[config.mk]
export PLATFORM = sky130hd
export DESIGN_NAME = pmx_port8_mux
export DESIGN_NICKNAME = d
export VERILOG_FILES = /design/src/pkg/pmx_pkg.sv /design/src/pkg/pmx_pin_if.sv /design/src/rtl/pmx_port8_mux.sv /design/src/rtl/pmx_sync.sv
export VERILOG_INCLUDE_DIRS = /design/src /design/src/pkg
export SDC_FILE = /design/constraint.sdc
export NUM_CORES = 1
export LEC_CHECK = 0
export BUFFER_PORTS_ARGS = -buffer_cell sky130_fd_sc_hd__buf_2
export CAP_MARGIN = 0
export CORE_MARGIN = 8
export CORE_UTILIZATION = 31
export CTS_BUF_LIST = sky130_fd_sc_hd__clkbuf_4 sky130_fd_sc_hd__clkbuf_8 sky130_fd_sc_hd__clkbuf_16
export DETAILED_ROUTE_END_ITERATION = 10
export RECOVER_POWER = 50
export SLEW_MARGIN = 15
export SYNTH_ARGS = -nofsm -noshare
export SYNTH_HDL_FRONTEND = slang
export SYNTH_SLANG_ARGS = --single-unit
export TNS_END_PERCENT = 20
[constraint.sdc]
create_clock -name i_ref_clk -period 1.1 [get_ports i_ref_clk]
set_clock_uncertainty 0.1 [all_clocks]
set_input_delay 0 -clock i_ref_clk [delete_from_list [all_inputs] [get_ports i_ref_clk]]
set_output_delay 0 -clock i_ref_clk [all_outputs]
set_load 0.02 [all_outputs]
[src/pkg/pmx_consts.svh]
`ifndef PMX_CONSTS_SVH
`define PMX_CONSTS_SVH
`define PMX_NPINS 8
`define PMX_SEL_W 4
`define PMX_GPIO_MASK 4'he
`define PMX_GPIO_CODE 4'h0
`define PMX_SEG_BASE 25
`endif

[src/pkg/pmx_pkg.sv]
package pmx_pkg;
    typedef enum logic [5:0] {
        PMX_ACTIVE    = 6'h01,
        PMX_SUBACTIVE = 6'h02,
        PMX_SLEEP     = 6'h04,
        PMX_SUBSLEEP  = 6'h08,
        PMX_WATCH     = 6'h10,
        PMX_STANDBY   = 6'h20
    } pmx_mode_e;
    typedef logic [7:0] pmx_byte_t;
endpackage

[src/pkg/pmx_pin_if.sv]
`timescale 1ns/1ps
interface pmx_pin_if;
    logic [7:0] out;
    logic [7:0] oe;
    modport src (output out, output oe);
    modport dst (input out, input oe);
endinterface

[src/rtl/pmx_port8_mux.sv]
`timescale 1ns/1ps
`include "pmx_consts.svh"
// How it works
// - Select 000x: direction bit picks in/out
// - Other selects: pin drives LCD segment
// - Reset and standby: all pins high impedance
// - Sleep, subsleep, watch: pins hold state
// - Active, subactive: pins follow settings
module pmx_port8_mux (
    input wire logic i_ref_clk,
    input wire logic i_rst_n,
    input pmx_pkg::pmx_mode_e i_mode,
    input wire logic [`PMX_SEL_W-1:0] i_segment_select_field,
    input pmx_pkg::pmx_byte_t i_port8_direction_bits,
    input pmx_pkg::pmx_byte_t i_port8_data,
    input pmx_pkg::pmx_byte_t i_lcd_segment_output,
    input pmx_pkg::pmx_byte_t i_port8_pin,
    output pmx_pkg::pmx_byte_t o_port8_pin,
    output pmx_pkg::pmx_byte_t o_port8_pin_oe,
    output pmx_pkg::pmx_byte_t o_port8_pin_state,
    output logic o_segment_mode
);
    import pmx_pkg::*;

    // Coarse power-mode groups: what the pins may do this cycle
    typedef enum logic [2:0] {
        PMX_GRP_RUN = 3'h1,
        PMX_GRP_HOLD = 3'h2,
        PMX_GRP_OFF = 3'h4
    } pmx_grp_e;

    // Role of one shared pin under the current select and direction bit
    typedef enum logic [2:0] {
        PMX_ROLE_IN = 3'h1,
        PMX_ROLE_OUT = 3'h2,
        PMX_ROLE_SEG = 3'h4
    } pmx_role_e;

    typedef struct packed {
        pmx_byte_t pin;
        pmx_byte_t oe;
        logic lcd_segment_output;
        pmx_byte_t state;
    } pmx_top_s;

    pmx_top_s st_r;
    pmx_top_s st_nxt;
    pmx_pin_if drv ();
    pmx_byte_t pin_sync;
    pmx_grp_e grp;
    logic gpio_sel;
    pmx_role_e role [`PMX_NPINS];

    function automatic logic is_gpio(input logic [`PMX_SEL_W-1:0] sel);
        return (sel & `PMX_GPIO_MASK) == `PMX_GPIO_CODE;
    endfunction

    // Any code that is not one-hot lands in the off group: a released
    // pin is the safe answer to a mode the block does not know
    function automatic pmx_grp_e mode_group(input pmx_mode_e mode);
        pmx_grp_e grp_v;
        grp_v = PMX_GRP_OFF;
        unique case (mode)
            PMX_ACTIVE, PMX_SUBACTIVE: begin
                grp_v = PMX_GRP_RUN;
            end
            PMX_SLEEP, PMX_SUBSLEEP, PMX_WATCH: begin
                grp_v = PMX_GRP_HOLD;
            end
            PMX_STANDBY: begin
                grp_v = PMX_GRP_OFF;
            end
            default: begin
                grp_v = PMX_GRP_OFF;
            end
        endcase
        return grp_v;
    endfunction

    function automatic pmx_role_e pin_role(input logic gpio, input logic dir_bit);
        pmx_role_e role_v;
        if (!gpio) begin
            role_v = PMX_ROLE_SEG;
        end else if (dir_bit) begin
            role_v = PMX_ROLE_OUT;
        end else begin
            role_v = PMX_ROLE_IN;
        end
        return role_v;
    endfunction

    function automatic logic pin_enable(input pmx_role_e role_v);
        logic en;
        en = 1'b0;
        unique case (role_v)
            PMX_ROLE_IN: begin
                en = 1'b0;
            end
            PMX_ROLE_OUT: begin
                en = 1'b1;
            end
            PMX_ROLE_SEG: begin
                en = 1'b1;
            end
        endcase
        return en;
    endfunction

    function automatic logic pin_level(
        input pmx_role_e role_v,
        input logic data_bit,
        input logic seg_bit
    );
        logic lvl;
        lvl = 1'b0;
        unique case (role_v)
            PMX_ROLE_IN: begin
                // Output latch stays low while the pin listens
                lvl = 1'b0;
            end
            PMX_ROLE_OUT: begin
                lvl = data_bit;
            end
            PMX_ROLE_SEG: begin
                lvl = seg_bit;
            end
        endcase
        return lvl;
    endfunction

    // Driven pins read back their own drive, released pins the pad level
    function automatic pmx_byte_t read_level(
        input pmx_byte_t sync_v,
        input pmx_byte_t pin_v,
        input pmx_byte_t oe_v
    );
        pmx_byte_t rd;
        rd = '0;
        for (int n = 0; n < `PMX_NPINS; n++) begin
            if (oe_v[n]) begin
                rd[n] = pin_v[n];
            end else begin
                rd[n] = sync_v[n];
            end
        end
        return rd;
    endfunction

    // The flag remembers the last functional choice through hold and off
    function automatic logic seg_flag(
        input pmx_grp_e grp_v,
        input logic gpio,
        input logic prev
    );
        logic flag;
        flag = prev;
        if (grp_v == PMX_GRP_RUN) begin
            flag = !gpio;
        end
        return flag;
    endfunction

    // Agreement of two late stages costs a cycle but never passes a one-sample glitch
    pmx_sync #(.W(`PMX_NPINS)) u_sync (
        .i_ref_clk(i_ref_clk),
        .i_rst_n(i_rst_n),
        .i_async(i_port8_pin),
        .o_sync(pin_sync)
    );

    assign gpio_sel = is_gpio(i_segment_select_field);
    assign grp = mode_group(i_mode);

    // Per-pin role; the direction bit only matters in general-purpose mode
    always_comb begin
        for (int n = 0; n < `PMX_NPINS; n++) begin
            role[n] = pin_role(gpio_sel, i_port8_direction_bits[n]);
        end
    end

    // Functional drive computed every cycle, used only when the mode allows
    always_comb begin
        drv.oe = '0;
        drv.out = '0;
        for (int n = 0; n < `PMX_NPINS; n++) begin
            // Pin n carries segment bit n of i_lcd_segment_output, with no base offset
            drv.oe[n] = pin_enable(role[n]);
            drv.out[n] = pin_level(role[n], i_port8_data[n], i_lcd_segment_output[n]);
        end
    end

    always_comb begin
        st_nxt = st_r;
        unique case (grp)
            PMX_GRP_RUN: begin
                st_nxt.pin = drv.out;
                st_nxt.oe = drv.oe;
            end
            PMX_GRP_HOLD: begin
                // Pins keep whatever they showed before the mode was entered
                st_nxt.pin = st_r.pin;
                st_nxt.oe = st_r.oe;
            end
            PMX_GRP_OFF: begin
                st_nxt.oe = '0;
                st_nxt.pin = '0;
            end
        endcase
        st_nxt.lcd_segment_output = seg_flag(grp, gpio_sel, st_r.lcd_segment_output);
        // Readback registered so the port never shows a combinational glitch
        st_nxt.state = read_level(pin_sync, st_nxt.pin, st_nxt.oe);
    end

    always_ff @(posedge i_ref_clk or negedge i_rst_n) begin
        if (!i_rst_n) begin
            st_r <= '0;
        end else begin
            st_r <= st_nxt;
        end
    end

    assign o_port8_pin = st_r.pin;
    assign o_port8_pin_oe = st_r.oe;
    assign o_segment_mode = st_r.lcd_segment_output;
    assign o_port8_pin_state = st_r.state;
endmodule

[src/rtl/pmx_sync.sv]
`timescale 1ns/1ps
module pmx_sync #(
    parameter int W = 8
) (
    input wire logic i_ref_clk,
    input wire logic i_rst_n,
    input wire logic [W-1:0] i_async,
    output logic [W-1:0] o_sync
);
    typedef struct packed {
        logic [W-1:0] s1;
        logic [W-1:0] s2;
        logic [W-1:0] s3;
        logic [W-1:0] val;
    } pmx_sync_s;
    pmx_sync_s st_r;
    pmx_sync_s st_nxt;

    always_comb begin
        st_nxt = st_r;
        st_nxt.s1 = i_async;
        st_nxt.s2 = st_r.s1;
        st_nxt.s3 = st_r.s2;
        // Accept a change only once two later stages agree
        for (int i = 0; i < W; i++) begin
            if (st_r.s2[i] == st_r.s3[i]) begin
                st_nxt.val[i] = st_r.s3[i];
            end
        end
    end

    always_ff @(posedge i_ref_clk or negedge i_rst_n) begin
        if (!i_rst_n) begin
            st_r <= '0;
        end else begin
            st_r <= st_nxt;
        end
    end

    assign o_sync = st_r.val;
endmodule
==> flow_metrics.tcl <==
set metrics [dict create \
    grt_max_degree 58 \
    cp_top_family "simple AND/OR/NAND/NOR gates" \
    port_buffers 67 \
    viasPerCell 4.40 \
    finalHoldViolations 0 \
    cts_buffer_depth 2 \
    finalCriticalPeriod_ns 1.04 \
    ys_warn_count 0 \
    area_delta_synth_final_pct 48.1 \
    syn-num-nets 205 \
    worst_setup_path_end_kind "flip-flop" \
    post_cts_resized 0 \
    ys_types 25 \
    post-dp-hpwl_um 3480 \
    status "completed" \
    fin_util 0.476 \
    ys_ff_latch 57 \
    cts_made_buffers 9 \
    crit_start "i_segment_select_field[2]" \
    r2r_end "o_port8_pin_state[2]$_DFF_PN0_" \
    relSlewSlack 0.538 \
    r2r_cells 2 \
    track_usage 0.110 \
    antenna_found_initial 0 \
    drive_gt1_frac 0.404 \
    avgRoutedWirePerCell_um 13.7 \
    io_pins 69 \
    min_from "i_mode[5]" \
    drt_pre_antenna_iters 6 \
    cp_max_fo 16 \
    power_density_nw_per_um2 1500 \
    start_util 0.322 \
    mostFrequentLayoutCells "buf_2, dfrtp_1, dlygate4sd3_1, nand2_1, clkbuf_8" \
    grt_pass1_wl_um 8480 \
    insertion_delay_ns 0.32 \
    grt_remaining_overflow 0 \
    fin_nets 320 \
    drtAntennaViolNets 0 \
    slowest_stage "or3_1" \
    num_antenna_cells 0 \
    placedCellCount 328 \
    start_kind "input port" \
    grt_pass1_vias 1755 \
    dieHeight_um 99.9 \
    synth-seq-area-share 0.653 \
    crit_type "input port to flip-flop" \
    r2r_slack_ns 0.12 \
    gp_congestion 0.736 \
    instances_no_fill 376 \
    ctsRootBufferMaster "clkbuf_8" \
    dpl_cell_area_um2 2700 \
    max_slew.worst_pin.slew_ns 0.692 \
    final_common_cell "buf_2" \
    min_path_type "input port to flip-flop" \
    cts_tree "yes" \
    rsz0062_at_grt "no" \
    max_freq_mhz 965 \
    syn_inst 161 \
    slew_viol_final 0 \
    core_area_um2 6790 \
    cp_cell_sequence "buf_2 > or3_1 > buf_12 > nor2_1 > o21ba_2 > o221ai_2" \
    holdPathEnd "o_port8_pin_oe[4]$_DFF_PN0_" \
    finalSetupTns_ns 0 \
    wirelength_um 5140 \
    cp.arrival_ns 1.13 \
    fp.dieW_um 99.9 \
    crit_buf_inv 2 \
    hold_depth 5 \
    cp.required_ns 1.19 \
    syn_area_um2 2180 \
    vias 1654 \
    cts_sinks 57 \
    crit_path_max_incr_delay_ns 0.41 \
    post-route-drc-count 0 \
    regToRegStartpoint "o_port8_pin_oe[2]$_DFF_PN0_" \
    design_area_um2 3240 \
    htreeDepth 3 \
    setup_violations 0 \
    drv_cap 0 \
    drt_iter0_drc 47 \
    period_share 0.942 \
    row_count 30 \
    hold_ws_ns 0.0936 \
    path_clk_slew_ns 0.06 \
    vdd_ir_drop_max_mv 0.709 \
    syn_avg_cell_area_um2 13.6 \
    cellLeakagePower_nw 1.58 \
    dieArea_um2 9990 \
]
final cells by class:
class,instances,area [um2]
Inverter,8,30.0
Timing Repair Buffer,109,771
Sequential cell,57,1430
Multi-Input combinational cell,91,674
Clock inverter,2,35.0
Clock buffer,13,179
Fill cell,608,3560
Tap cell,96,120
cells by family after synthesis:
family,share of synthesized area
AND/OR/NAND/NOR,0.100
flip-flops,0.653
AO/OA/AOI/OAI,0.164
adder cells (fa/ha/maj),0.0367
buffers and inverters,0.0384
XOR/XNOR,0.00802
worst reg2reg max path: stages, from the launching register on:
cell and delay (ns):
dfrtp_1 0.40, o21ba_2 0.24, o221ai_1 0.11
state kept, by name, indices dropped and copies added (netlist names):
name               cells
o_port8_pin            8
o_port8_pin_oe         8
o_port8_pin_state      8
o_segment_mode         1
u_sync.o_sync          8
u_sync.st_nxt         16
u_sync.st_r            8
stage by stage:
stage / total power (W) / setup slack, ns
2_1_floorplan: 0.00253 / -0.0521
3_3_place_gp: 0.00277 / -0.217
3_5_place_dp: 0.00278 / -0.266
4_1_cts: 0.00496 / 0.0739
5_1_grt: 0.00510 / 0.0195
6_report: 0.00486 / 0.0638
what timing repair did:
item,4_1_cts,5_1_grt
hold buffers,33,0
endpoints found under the hold margin,89,0
buffers inserted,0,0
cells in the mapped netlist (all sizes together):
cell type | count | share of area
o21ba | 8 | 0.037
or3 | 1 | 0.0029
nor3 | 2 | 0.0069
buf | 4 | 0.023
o221ai | 8 | 0.041
dfrtp | 57 | 0.65
inv | 8 | 0.014
nand2 | 26 | 0.046
a21o | 8 | 0.027
nor2 | 8 | 0.021
o211a | 1 | 0.0080
clkbuf | 1 | 0.0017
o21ai | 2 | 0.0046
maj3 | 8 | 0.037
nand3 | 8 | 0.018
o2bb2ai | 8 | 0.046
nor4 | 1 | 0.0057
xor2 | 2 | 0.0080
power by group:
part | leakage (nW) | internal, W | switching (W) | total [W]
combinational | 0.769 | 0.000274 | 0.000266 | 0.000540
sequential | 0.701 | 0.00222 | 0.0000521 | 0.00228
clock | 0.112 | 0.00128 | 0.000769 | 0.00205
total | 1.58 | 0.00377 | 0.00109 | 0.00486
metal layers:
metal  up-vias  part of all wire  wire length (um)  GRT usage
met5         -                 0                 0          0
met4         0             0.025               129     0.0698
met3        13             0.072               371     0.0436
met2        56              0.48              2450      0.167
met1       786              0.43              2190      0.125
li1        799                 -                 -          -
worst max path at each step:
stage / to / slack (ns) / cells after the start
after global routing: o_port8_pin_state[5]$_DFF_PN0_ / 0.02 / 6
after floorplan: o_port8_pin_state[6]$_DFF_PN0_ / -0.05 / 6
after detailed placement: o_port8_pin_state[3]$_DFF_PN0_ / -0.27 / 6
after CTS: o_port8_pin_oe[5] / 0.07 / 1
after global placement: o_port8_pin_state[5]$_DFF_PN0_ / -0.22 / 6
final: o_port8_pin_state[3]$_DFF_PN0_ / 0.06 / 6
No activity file was read; power rests on OpenSTA's default activity.
